File: config.mk
export PLATFORM = sky130hd
export DESIGN_NAME = fcs_flash_status
export DESIGN_NICKNAME = d
export VERILOG_FILES = /design/src/fcs_pkg.sv /design/src/fcs_flash_status.sv
export SDC_FILE = /design/constraint.sdc
export NUM_CORES = 1
export LEC_CHECK = 0
export BUFFER_PORTS_ARGS = -buffer_cell sky130_fd_sc_hd__buf_4
export CORE_UTILIZATION = 41
export CTS_CLUSTER_SIZE = 12
export DETAILED_ROUTE_END_ITERATION = 10
export MAX_ROUTING_LAYER = met4
export PLACE_DENSITY_LB_ADDON = 0.2
export SYNTH_ARGS = -nofsm -noshare
export SYNTH_HDL_FRONTEND = slang
export SYNTH_SLANG_ARGS = --single-unit
File: constraint.sdc
create_clock -name clk -period 3.85 [get_ports clk]
set_clock_uncertainty 0.05 [all_clocks]
set_input_delay 0.385 -clock clk [delete_from_list [all_inputs] [get_ports clk]]
set_output_delay 0.385 -clock clk [all_outputs]
set_load 0.01 [all_outputs]
File: src/fcs_pkg.sv
package fcs_pkg;
  localparam int unsigned FCS_ADDR_W = 16;
  localparam logic [15:0] FCS_FLASH_STATUS_OFF = 16'h3026;
  localparam logic [15:0] FCS_CTRL_OFF = 16'h3024;
  localparam int unsigned FCS_CMD_DONE_BIT = 7;
  localparam int unsigned FCS_RSVD6_BIT = 6;
  localparam int unsigned FCS_ACC_ERR_BIT = 5;
  localparam int unsigned FCS_PROT_VIOL_BIT = 4;
  localparam int unsigned FCS_BUSY_BIT = 3;
  localparam int unsigned FCS_RSVD2_BIT = 2;
  localparam int unsigned FCS_CES_LSB = 0;
  localparam int unsigned FCS_CES_W = 2;
  localparam int unsigned FCS_IRQ_EN_BIT = 7;
  localparam logic [1:0] FCS_CES_RST = 2'h0;
  localparam logic FCS_IRQ_EN_RST = 1'b0;
  typedef enum logic [1:0] {FCS_IDLE, FCS_RUN, FCS_RESET_SEQ} fcs_state_t;
endpackage

File: src/fcs_flash_status.sv
`timescale 1ns/1ps
// Overview of operation
// - done flag high idle, low running
// - writing one to done launches command
// - done stays low until finish or violation
// - access error on sequence break, bad command
// - access error blocks launch
// - access error clears on write one
// - protection flag on protected program/erase
// - protection flag clears on write one
// - protection flag blocks launch and sequence
// - busy high while controller executes
// - bits 6 and 2 read zero
// - error status set on command errors
// - reset-sequence double fault shows after reset
// - interrupt when done and enable set
module fcs_flash_status (
  input wire logic clk,
  input wire logic rst_b,
  input wire logic [fcs_pkg::FCS_ADDR_W-1:0] addr,
  input wire logic [7:0] wdata,
  input wire logic wr_stb,
  input wire logic rd_stb,
  output logic [7:0] rdata,
  input wire logic seq_break,
  input wire logic bad_cmd,
  input wire logic prot_hit,
  input wire logic seq_start_req,
  output logic seq_start_ok,
  output logic cmd_launch,
  input wire logic cmd_finish,
  input wire logic [fcs_pkg::FCS_CES_W-1:0] cmd_err,
  input wire logic rst_seq_done,
  input wire logic [fcs_pkg::FCS_CES_W-1:0] rst_seq_err,
  output logic busy,
  output logic irq
);
  import fcs_pkg::*;

  fcs_state_t state_ff, nxt_state;
  logic acc_err_ff, nxt_acc_err;
  logic prot_ff, nxt_prot;
  logic [FCS_CES_W-1:0] ces_ff, nxt_ces;
  logic irq_en_ff, nxt_irq_en;
  logic [7:0] rdata_ff, nxt_rdata;

  if (FCS_CES_LSB + FCS_CES_W > FCS_RSVD2_BIT) begin : g_bad_ces
    $error("error status field overlaps bit 2");
  end
  if (FCS_ADDR_W < 16) begin : g_bad_addr
    $error("address too narrow for register offsets");
  end

  function automatic logic addr_hit(input logic [FCS_ADDR_W-1:0] a, input logic [FCS_ADDR_W-1:0] off);
    return a == off;
  endfunction

  wire sel_stat = addr_hit(addr, FCS_FLASH_STATUS_OFF);
  wire sel_ctrl = addr_hit(addr, FCS_CTRL_OFF);
  wire wr_stat = wr_stb && sel_stat;
  wire wr_ctrl = wr_stb && sel_ctrl;
  wire idle = state_ff == FCS_IDLE;
  wire cmd_done = idle;
  wire launch = wr_stat && wdata[FCS_CMD_DONE_BIT] && idle && !acc_err_ff && !prot_ff;
  wire violation = prot_hit || bad_cmd;

  wire [7:0] stat_word = {cmd_done, 1'b0, acc_err_ff, prot_ff, busy, 1'b0, ces_ff};

  assign busy = state_ff == FCS_RUN;
  assign cmd_launch = launch;
  assign seq_start_ok = seq_start_req && !prot_ff;
  assign irq = irq_en_ff && cmd_done;
  assign rdata = rdata_ff;

  always_comb begin
    nxt_state = state_ff;
    unique case (state_ff)
      FCS_RESET_SEQ: begin
        if (rst_seq_done) begin
          nxt_state = FCS_IDLE;
        end
      end
      FCS_IDLE: begin
        if (launch) begin
          nxt_state = FCS_RUN;
        end
      end
      FCS_RUN: begin
        if (cmd_finish || violation) begin
          nxt_state = FCS_IDLE;
        end
      end
      default: nxt_state = FCS_IDLE;
    endcase
  end

  // set wins over a clearing write
  assign nxt_acc_err = (seq_break || bad_cmd) ? 1'b1 :
                       (wr_stat && wdata[FCS_ACC_ERR_BIT]) ? 1'b0 : acc_err_ff;
  assign nxt_prot = prot_hit ? 1'b1 :
                    (wr_stat && wdata[FCS_PROT_VIOL_BIT]) ? 1'b0 : prot_ff;

  always_comb begin
    nxt_ces = ces_ff;
    if (state_ff == FCS_RESET_SEQ && rst_seq_done) begin
      nxt_ces = rst_seq_err;
    end else if (launch) begin
      nxt_ces = FCS_CES_RST;
    end else if (busy && cmd_finish) begin
      nxt_ces = cmd_err;
    end
  end

  assign nxt_irq_en = wr_ctrl ? wdata[FCS_IRQ_EN_BIT] : irq_en_ff;
  assign nxt_rdata = !rd_stb ? 8'h00 :
                     sel_stat ? stat_word :
                     sel_ctrl ? {irq_en_ff, 7'h00} : 8'h00;

  always_ff @(posedge clk or negedge rst_b) begin
    if (!rst_b) begin
      state_ff <= FCS_RESET_SEQ;
      acc_err_ff <= 1'b0;
      prot_ff <= 1'b0;
      ces_ff <= FCS_CES_RST;
      irq_en_ff <= FCS_IRQ_EN_RST;
      rdata_ff <= 8'h00;
    end else begin
      state_ff <= nxt_state;
      acc_err_ff <= nxt_acc_err;
      prot_ff <= nxt_prot;
      ces_ff <= nxt_ces;
      irq_en_ff <= nxt_irq_en;
      rdata_ff <= nxt_rdata;
    end
  end
endmodule

## Word level (Yosys, flattened, before mapping)

Index checks and enable logic that the tools add are counted.

- Bits in registers: 15
- Word-level logic and storage cells: 49
- Output and inout port bits: 12
- Input bits: 38

- Muxes and demuxes: 14
- Reductions and logical operators: 22
- Eq/ne operators: 7

Operator list:

| cell | number |
|---|---|
| $eq 16x14->1 const B | 2 |
| $mux 8 | 3 |
| $logic_and 1x1->1 | 12 |
| $mux 2 | 6 |
| $pmux 2 s3 | 1 |
| $mux 1 | 4 |
| $ne 2x2->1 const B | 2 |
| $reduce_bool 2->1 | 2 |
| $logic_or 1x1->1 | 3 |
| $reduce_and 3->1 | 1 |
| $reduce_bool 3->1 | 1 |
| $eq 2x1->1 const B | 1 |
| $eq 2x2->1 const B | 1 |
| $logic_not 1->1 | 2 |
| $logic_not 2->1 | 1 |
| $ne 2x1->1 const B | 1 |

## Logic depth before layout (Yosys ltp)

Gate-level depths: netlist of run 1.

- Depth after elaboration: 8
- Mapped depth: 5
- Gate-level depth less buffers: 4

## Worst setup path after synthesis of run 1

Ideal clock, no wire load.

- Path kind: input to output
- Start point: input addr[9] in the netlist's numbering
- End point: output cmd_launch
- Data arrival time: 1.518 ns
- Buffers on the path: 1
- Stages on the path: 5
- Setup slack: 1.897 ns
- Data required time: 3.415 ns
- Cell sequence: or4b_1 > and4b_1 > buf_4 > nand4b_2 > inv_1

- Cells in the longest elaborated chain, start to end: 6

RTL lines:

| item | line | source |
|---|---|---|
| from (decl) | fcs_flash_status.sv:20 | `input wire logic [fcs_pkg::FCS_ADDR_W-1:0] addr,` |
| $eq 16x14->1 | fcs_flash_status.sv:55 | `return a == off;` |
| $logic_and 1x1->1 | fcs_flash_status.sv:60 | `wire wr_stat = wr_stb && sel_stat;` |
| $logic_and 1x1->1 (4 in a row) | fcs_flash_status.sv:64 | `wire launch = wr_stat && wdata[FCS_CMD_DONE_BIT] && idle && !acc_err_ff && !prot_ff;` |
| to (decl) | fcs_flash_status.sv:30 | `output logic cmd_launch,` |

No other way between the ends.

## Worst setup path in the final report of run 1

Ends and elaborated chain as after synthesis.

==> results of run 1 <==
[sequential cells by signal, summed over array words and instances, names as in the netlist]
signal,count
state_ff,2
prot_ff,1
irq_en_ff,1
ces_ff,2
rdata,6
acc_err_ff,1
[report_power, final]
group	leakage (uW)	total, uW	switching [uW]	internal (uW)
Clock	0.0000150	83.2	43.0	40.2
Sequential	0.000168	136	0.00233	136
Combinational	0.000372	35.1	11.2	23.9
[final cells by class]
type | count | area, sq um
Tap cell | 16 | 20.0
Fill cell | 126 | 483
Multi-Input combinational cell | 42 | 304
Sequential cell | 13 | 327
Timing Repair Buffer | 43 | 325
Inverter | 1 | 3.75
Clock buffer | 4 | 26.3
[metal layers]
metal  routed length [um]  share of wire [%]
met5                    0                  0
met4                   21                1.4
met3                  104                7.1
met2                  743                 51
met1                  585                 40
[logic make-up (layout without fill, tap and decap cells)]
logic type | after synthesis | count (layout) | share of synthesized area, %
compound gates | 5 | 5 | 5.94
simple gates | 31 | 31 | 33.1
other cells | 1 | 2 | 0.574
buf+inv | 4 | 48 | 4.02
mux | 4 | 4 | 6.32
flops | 13 | 13 | 50.0
[stage by stage]
| stage | hold slack [ns] | setup WS, ns | utilization, % | std cells | instance area (sq um) |
|---|---|---|---|---|---|
| floorplan | 0.0394 | 1.90 | - | 59 | 657 |
| global route | 0.162 | 1.46 | 67.6 | 119 | 1010 |
| global placement | 0.186 | 1.55 | 65.1 | 114 | 970 |
| finish | 0.178 | 1.55 | 67.6 | 119 | 1010 |
| detailed placement | 0.186 | 1.54 | 65.1 | 114 | 970 |
| CTS | 0.174 | 1.54 | 67.6 | 119 | 1010 |
[path summary, 6_finish.rpt]
kind,start,to,slack [ns]
worst max-delay path,addr[9],cmd_launch,1.55
worst min-delay path,rst_seq_done,state_ff[1]$_DFFE_PN1P_,0.18
worst max register to register,state_ff[0]$_DFFE_PN0P_,ces_ff[1]$_DFFE_PN0P_,2.44
worst min register to register,state_ff[0]$_DFFE_PN0P_,state_ff[1]$_DFFE_PN1P_,0.44
max in group asynchronous,rst_b,state_ff[1]$_DFFE_PN1P_,3.10
min in group asynchronous,rst_b,ces_ff[1]$_DFFE_PN0P_,0.43
[cell usage after synthesis (all sizes together)]
master   n  area (sq um)
nor2     4          15.0
and4b    1          10.0
mux2     1          11.3
nand3    3          20.0
and3b    1          8.76
a22o     2          17.5
nor2b    3          18.8
nand2    1          3.75
inv      1          3.75
and2b    1          7.51
a211o    1          8.76
conb     1          3.75
a21o     1          7.51
and3     5          31.3
buf      3          22.5
nor4b    3          26.3
nor4bb   1          10.0
mux2i    3          30.0
and2     1          6.26
nand4b   1          15.0
nor3b    2          15.0
dfstp    1          26.3
or4b     1          10.0
nor3     1          5.00
nand3b   1          7.51
nand4    1          6.26
dfrtp   12           300
o21ai    1          5.00
[timing repair]
item                                    CTS  global route
hold buffers                              1             0
endpoints found under the setup margin    0             0
endpoints found under the hold margin    12             0
buffers inserted                          0             0
==> summary.txt, run 1 <==
GRT
  – GRT busiest layer: met2
  – Met3 Use GR: just under 8%
  – Grt met1 use: 23.4%
  – GRT overflow: 0
  – Total GRT Usage: 21.1%
  – Largest net degree at the start of global routing: 14
  – Initial antenna violation count: 0
  – First-pass GRT wire length: 2.66 mm
  – M2 GR Usage: 34.4%
  – Vias in the first global route: 625

Logic synthesis
  – Cells after synthesis: 58
  – #FFs+latches synth: 13
  – Sequential share of the synthesized area: 50.0%
  – Synth cell types: 29
  – Synthesized area: 653 sq um
  – Ys Warns: 0
  – Mapped Avg Cell Area: 11.3 sq um

Clock network
  – Clk sinks: 13
  – TritonCTS clock tree: built
  – Inserted Clock Buffers: 3
  – Clk pin slew, worst setup/hold paths: 0.08 ns
  – Root buffer cell: clkbuf_4
  – Clock Path Buffers: 2
  – CTS H-tree lvls: 1
  – Cts repair resizes: 0
  – Clk_lat worst skew: 0.28 ns

Route
  – Via-per-instance ratio: around 5.2
  – WL per Instance: 12.2 um
  – Initial DRC count: 5
  – Routed WL: roughly 1.5 mm
  – DRC errors left: 0
  – Antenna-violating nets left: 0
  – Number of vias in the routed layout: 617
  – DR pass1 iterations: 4

Critical path
  – Critical-path cell list: buf_4 > or4b_1 > and4b_1 > nand4b_2 > inv_1 > buf_4
  – Worst r2r path cells: 3
  – Crit path launch type: primary input
  – Critical Path Slowest Stage Cell: or4b_1
  – CP Buf/Inv Count: 3
  – Worst Path Max Fanout: 8
  – Worst EP arrival: 1.87 ns
  – Worst path depth: 6
  – Critical path's largest stage delay: ~0.53 ns
  – Crit path capture type: output port
  – CP delay by family, top: simple AND/OR/NAND/NOR gates
  – Req. time, crit path: between 3 and 4 ns
  – Most used cell, CP: buf_4
  – Crit path kind: primary input to output port

Timing
  – Fmax achieved: about 430 MHz
  – TNS Setup: 0 ns
  – Fin crit period: approximately 2.3 ns
  – Final Slew Violations: 0
  – Final setup fails: 0
  – Final worst-path cycle share: around 60%
  – Endpoints failing hold: 0
  – RSZ-0062 raised after global routing: no

Die
  – Die height: 41.9 um
  – Die X: around 42 um
  – Row Count: 14
  – Core area: 1490 sq um
  – IO Pins: 50
  – Initial Util: ~44%
  – Die ar.: 1760 sq um

Placed design
  – PortBufs: 42
  – Final GP Congestion: 0.786
  – Hpwl dp: 1.18 mm

Finish
  – Commonest non-fill, non-tap cell in the layout: buf_4
  – Antenna fix cells: 0
  – Nets@finish: 142
  – Area Overhead vs Synth: 54.0%
  – Fraction of layout cells with a size suffix above 1: between 40% and 50%
  – Most frequent cells in the layout: buf_4 (42), dfrtp_1 (12), and3_1 (5), nor2_1 (4)

Power and ir drop
  – Power Total: 255 uW
  – Lkg Pwr: roughly 0.00055 uW
  – PwrDens: 253 nW/um^2
  – Worst IR Drop VDD: around 0.16 mV

Job
  – MaxCap Viol Count: 0

Hold path
  – Hold path cells: 2
  – Hold Path Class: primary input to flip-flop

Status
  – Status: completed
No activity file was read; power rests on OpenSTA's default activity.
==> run 2, diff against run 1 <==
--- a/config.mk
+++ b/config.mk
@@ -6,7 +6,7 @@
 export NUM_CORES = 1
 export LEC_CHECK = 0
 export BUFFER_PORTS_ARGS = -buffer_cell sky130_fd_sc_hd__buf_4
-export CORE_UTILIZATION = 41
+export CORE_UTILIZATION = 34
 export CTS_CLUSTER_SIZE = 12
 export DETAILED_ROUTE_END_ITERATION = 10
 export MAX_ROUTING_LAYER = met4
==> constraint.sdc (replaced) <==
create_clock -name clk -period 2.1 [get_ports clk]
set_clock_uncertainty 0.05 [all_clocks]
set_input_delay 0.21 -clock clk [delete_from_list [all_inputs] [get_ports clk]]
set_output_delay 0.21 -clock clk [all_outputs]
set_load 0.01 [all_outputs]
==> run 2 against run 1 <==
Against the previous run:
- worst hold slack worse by 0.11 ns
- critical path depth unchanged
- sequential share of layout area decreased by 0.90 points
- flip-flop and latch count stayed put
- largest power group unchanged
==> summary.txt, run 2 (synthesized netlist as in run 1, its figures left out) <==
Clock network
  – Hold buffers post-CTS: 2 (+1)
  – Clk_lat worst skew: 0.28 ns (about the same)
  – Setup repair bufs after CTS: 0 (unchanged)
  – Root buffer cell: clkbuf_4
  – CTS H-tree lvls: 1 (unchanged)
  – Inserted Clock Buffers: 3 (unchanged)
  – Clock Path Buffers: 2 (unchanged)
  – Cts repair resizes: 0 (unchanged)
  – Clk pin slew, worst setup/hold paths: 0.08 ns (about the same)
  – Clk sinks: 13 (unchanged)
  – TritonCTS clock tree: built

Finish
  – Antenna fix cells: 0 (unchanged)
  – Commonest non-fill, non-tap cell in the layout: buf_4
  – Most frequent cells in the layout: buf_4 (43), dfrtp_1 (12), and3_1 (5), nor2_1 (4)
  – Max reg flops: 6 (unchanged)
  – Fraction of layout cells with a size suffix above 1: 47.6% (about the same)
  – Area Overhead vs Synth: 58.4%
  – Final std cells w/o fill: 130 (+9.2%)
  – Finished Cell Area: 1030 sq um (+2.9%)
  – Nets@finish: 144 (+1.4%)

Route
  – Initial DRC count: 8 (+3)
  – Antenna-violating nets left: 0 (unchanged)
  – Routed WL: 1.57 mm (+7.9%)
  – Number of vias in the routed layout: 634 (+2.8%)
  – Via-per-instance ratio: 4.88 (-5.9%)
  – WL per Instance: 12.1 um (-1.2%)
  – DR pass1 iterations: 4 (unchanged)
  – DRC errors left: 0 (unchanged)

Die
  – Initial Util: 37.0% (-6.8 points)
  – Row Count: 15 (+1)
  – Die ar.: 2100 sq um (+20%)
  – Die X: 45.8 um (+9.4%)
  – Die height: 45.8 um (+9.4%)
  – Core area: 1760 sq um (+18%)
  – IO Pins: 50 (unchanged)

GRT
  – First-pass GRT wire length: 2.54 mm (-4.7%)
  – GRT overflow: 0 (unchanged)
  – Vias in the first global route: 645 (+3.2%)
  – Largest net degree at the start of global routing: 14 (unchanged)
  – Total GRT Usage: 17.8% (-3.3 points)
  – Initial antenna violation count: 0 (unchanged)

Critical path
  – Crit path kind: primary input to output port
  – CP delay by family, top: simple AND/OR/NAND/NOR gates
  – Critical Path Slowest Stage Cell: or4b_1
  – Crit path launch type: primary input
  – Worst Path Max Fanout: 8 (unchanged)
  – Crit path from: addr[9]
  – Critical path's largest stage delay: 0.53 ns (about the same)
  – Crit path capture type: output port
  – Crit Reg-Reg Startpoint: state_ff[0]$_DFFE_PN0P_
  – Most used cell, CP: buf_4
  – Critical-path cell list: buf_4 > or4b_1 > and4b_1 > nand4b_2 > inv_1 > buf_4
  – CP Buf/Inv Count: 3 (unchanged)
  – Worst EP arrival: 1.72 ns (-0.15 ns)
  – Reg-to-reg setup timing slack: 0.67 ns (-1.77 ns)
  – Req. time, crit path: 1.84 ns (-1.57 ns)

Power and ir drop
  – PwrDens: 453 nW/um^2 (+79%)
  – Lkg Pwr: 0.000564 uW (+1.7%)
  – Worst IR Drop VDD: 0.362 mV (+120%)

Timing
  – Endpoints failing hold: 0 (unchanged)
  – Final Slew Violations: 0 (unchanged)
  – Fmax achieved: 506 MHz
  – Final setup fails: 0 (unchanged)
  – RSZ-0062 raised after global routing: no
  – Final worst-path cycle share: 94.2%
  – Fin crit period: approximately 2.0 ns
  – TNS Setup: 0 ns (unchanged)

Placed design
  – Post-Place Cell Area: 988 sq um (+1.9%)
  – Hpwl dp: 1.24 mm (+4.5%)
  – Dpl cells: 124 (+8.8%)
  – Final GP Congestion: 0.743 (-5.5%)
  – PortBufs: 42 (unchanged)

Status
  – Status: completed

Hold path
  – Min-Delay Startpoint: seq_break
  – Hold Path Class: primary input to flip-flop

Job
  – MaxCap Viol Count: 0 (unchanged)
## run 2: path summary, 6_finish.rpt
check | cells after the start | endpoint
setup / recovery | 6 | cmd_launch
hold / removal | 2 | acc_err_ff$_DFFE_PN0P_
setup reg to reg | 3 | ces_ff[1]$_DFFE_PN0P_
hold reg to reg | 1 | state_ff[1]$_DFFE_PN1P_
max in group asynchronous | 2 | state_ff[1]$_DFFE_PN1P_
min in group asynchronous | 2 | ces_ff[0]$_DFFE_PN0P_
## run 2: area by class of cell
class,count,area [sq um]
Sequential cell,13,327
Inverter,1,3.75
Clock buffer,4,26.3
Tap cell,25,31.3
Multi-Input combinational cell,42,304
Timing Repair Buffer,45,343
Fill cell,177,729
## run 2: routing by layer
layer	GRT usage, %	up-vias	share of wire [%]	wire length, um
met4	3.53	0	0	0
met3	5.95	0	7.0	110
li1	-	303	-	-
met2	34.0	25	57	889
met5	-	-	0	0
met1	17.1	306	36	570
## run 2: through the flow
stage	worst slack, ns	power [uW]	hold WS (ns)	utilization, %
after detailed placement	0.137	319	0.0143	56.0
after global placement	0.163	318	0.0112	56.0
after floorplan	0.488	266	-0.136	-
after CTS	0.141	475	0.0634	58.7
final	0.122	469	0.0666	58.7
after global routing	0.0423	490	0.0754	58.7
## run 2: power breakdown
part | switching (uW) | internal, uW | leakage [uW]
sequential | 0.00457 | 250 | 0.000168
combinational | 21.1 | 45.5 | 0.000381
clock | 78.1 | 73.7 | 0.0000150
==> run 3, diff against run 2 <==
==> constraint.sdc (replaced) <==
create_clock -name clk -period 2.1 [get_ports clk]
set_clock_uncertainty 0.05 [all_clocks]
set_input_delay 0.42 -clock clk [delete_from_list [all_inputs] [get_ports clk]]
set_output_delay 0.42 -clock clk [all_outputs]
set_load 0.01 [all_outputs]
==> run 3 against run 2 <==
Against the previous run:
- the run now ends with negative setup slack left
- largest cell class unchanged
- clock power down 4%
- global-route usage down 1.0 points
- largest power group unchanged
- flip-flop and latch count unchanged
==> summary.txt, run 3 (synthesized netlist as in run 1, its figures left out) <==
Timing
  – Rel. slew slack: 59.3%
  – Worst Setup Slack, final: -0.0132 ns (-0.135 ns)
  – Fmax achieved: 473 MHz (-6.4%)
  – RSZ-0062 raised after global routing: yes
  – Endpoints failing hold: 0 (unchanged)
  – Final setup fails: 1 (+1)
  – Final Slew Violations: 0 (unchanged)
  – Actual slew at the worst max-slew pin: 0.602 ns
  – Final worst-path cycle share: 101% (+6.4 points)
  – WHS: 0.221 ns (+0.155 ns)
  – Fin crit period: 2.11 ns (+0.135 ns)

Critical path
  – Worst Path Max Fanout: 2 (-6)
  – Critical Path Slowest Stage Cell: or4b_4
  – Most used cell, CP: buf_6
  – CP delay by family, top: simple AND/OR/NAND/NOR gates
  – R2R Path End: ces_ff[1]$_DFFE_PN0P_
  – Worst r2r path cells: 4 (+1)
  – Reg-to-reg setup timing slack: 0.42 ns (-0.25 ns)
  – Crit path launch type: primary input
  – CP Buf/Inv Count: 3 (unchanged)
  – Critical-path cell list: buf_6 > or4b_4 > and4b_2 > nand4b_4 > inv_2 > buf_6
  – Crit Reg-Reg Startpoint: state_ff[0]$_DFFE_PN0P_
  – Crit path capture type: output port
  – Crit path kind: primary input to output port
  – Req. time, crit path: 1.63 ns (-0.21 ns)
  – Critical path's largest stage delay: 0.52 ns (about the same)
  – Worst EP arrival: 1.64 ns (-0.08 ns)

Die
  – Row Count: 15 (unchanged)
  – Core area: 1760 sq um (unchanged)
  – Die ar.: 2100 sq um (unchanged)
  – Initial Util: 37.0% (unchanged)
  – IO Pins: 50 (unchanged)
  – Die X: 45.8 um (unchanged)
  – Die height: 45.8 um (unchanged)

Route
  – Number of vias in the routed layout: 623 (-1.7%)
  – DRC errors left: 0 (unchanged)
  – Antenna-violating nets left: 0 (unchanged)
  – WL per Instance: 11.8 um (-2.1%)
  – Routed WL: 1.55 mm (-1.3%)
  – Initial DRC count: 8 (unchanged)
  – Via-per-instance ratio: 4.76 (-2.5%)
  – DR pass1 iterations: 3 (-1)

Hold path
  – Hold Path Class: primary input to flip-flop
  – WHS Endpoint: state_ff[1]$_DFFE_PN1P_
  – Hold path cells: 2 (unchanged)
  – Min-Delay Startpoint: rst_seq_done

Clock network
  – TritonCTS clock tree: built
  – Inserted Clock Buffers: 3 (unchanged)
  – Clock Path Buffers: 2 (unchanged)
  – Clk sinks: 13 (unchanged)
  – CTS H-tree lvls: 1 (unchanged)
  – Clk_lat worst skew: 0.27 ns (about the same)
  – Clk pin slew, worst setup/hold paths: 0.07 ns (about the same)
  – Root buffer cell: clkbuf_4

Finish
  – Max reg flops: 6 (unchanged)
  – Finished Core Util: 60.4% (+1.7 points)
  – Fraction of layout cells with a size suffix above 1: 51.9% (+4.3 points)
  – Final std cells w/o fill: 131 (+0.77%)
  – Nets@finish: 145 (+0.69%)
  – Antenna fix cells: 0 (unchanged)
  – Commonest non-fill, non-tap cell in the layout: buf_4
  – Area Overhead vs Synth: 63.0%
  – Most frequent cells in the layout: buf_4 (42), dfrtp_1 (12), and3_1 (5), nor2_1 (4)

Status
  – Status: finished, violations left
  – Failing checks: negative setup slack

Power and ir drop
  – Lkg Pwr: 0.000576 uW (+2.1%)
  – PwrDens: 436 nW/um^2 (-3.8%)
  – Reg power frac: 54.0% (+0.6 points)
  – Clock power share: 31.5% (-0.9 points)
  – Worst IR Drop VDD: 0.393 mV (+8.6%)
  – Sw frac: 20.3% (-0.90 points)
  – Combinational power share: 14.6% (+0.4 points)
  – Power Total: 464 uW (-1.0%)
  – Internal power: 370 uW (+0.12%)
  – Net Switching: 94.0 uW (-5.2%)

Placed design
  – Hpwl dp: 1.23 mm (-0.78%)
  – Pre-CTS setup slack: -0.0475 ns (-0.185 ns)
  – PortBufs: 42 (unchanged)
  – Dpl cells: 126 (+1.6%)
  – Final GP Congestion: 0.726 (-2.4%)

GRT
  – First-pass GRT wire length: 2.39 mm (-5.7%)
  – Total GRT Usage: 16.8% (-1.0 points)
  – GRT overflow: 0 (unchanged)
  – Initial antenna violation count: 0 (unchanged)
  – Vias in the first global route: 580 (-10%)
  – Largest net degree at the start of global routing: 14 (unchanged)

Job
  – MaxCap Viol Count: 0 (unchanged)
-- run 3: metal layers --
layer  vias to the layer above  global-route usage (%)  share of wire (%)
met1                       290                    17.6                 37
met4                         0                    4.12               0.84
met3                         2                    6.75                5.2
li1                        309                       -                  -
met5                         -                       -                  0
met2                        22                    29.1                 57
-- run 3: cell type report --
| cell class | count | area (sq um) |
|---|---|---|
| clock buffers | 4 | 26.3 |
| well taps | 25 | 31.3 |
| multi-input cells | 42 | 318 |
| repair buffers | 46 | 359 |
| fillers | 180 | 699 |
| flip-flops and latches | 13 | 327 |
| inverters | 1 | 3.75 |
-- run 3: metrics by stage --
step | cell area, sq um | TNS [ns]
global route | 1060 | -0.0579
global placement | 1000 | -0.0330
detailed placement | 1000 | -0.0475
floorplan | 657 | 0
finish | 1060 | -0.0132
CTS | 1050 | -0.0195
-- run 3: how the worst max path moves through the flow --
stage,depth (start not counted),start,slack [ns],endpoint
floorplan,5,addr[9],0.08,cmd_launch
global placement,6,addr[9],-0.03,cmd_launch
detailed placement,6,addr[9],-0.05,cmd_launch
CTS,6,addr[11],-0.02,cmd_launch
global route,6,addr[8],-0.06,cmd_launch
finish,6,addr[8],-0.01,cmd_launch
-- run 3: worst register-to-register path, stage by stage, from the launching register on --
cell,delay (ns)
dfrtp_1,0.43
nor4b_1,0.58
nand4b_4,0.16
buf_4,0.16
a22o_1,0.19
-- run 3: power groups by stage --
| stage | clock network (uW) | registers [uW] | logic [uW] |
|---|---|---|---|
| CTS | 151 | 250 | 67.3 |
| finish | 146 | 250 | 67.5 |
| floorplan | 0 | 255 | 11.2 |
| detailed placement | 0 | 255 | 63.9 |
| global placement | 0 | 255 | 62.5 |
| global route | 161 | 250 | 74.5 |
-- run 3: what timing repair did --
item | CTS | global route
gates resized for setup | 4 | 3
endpoints found under the setup margin | 1 | 1
setup buffers | 0 | 0
endpoints found under the hold margin | 12 | 0
pin swaps | 2 | 1
hold buffers | 1 | 0
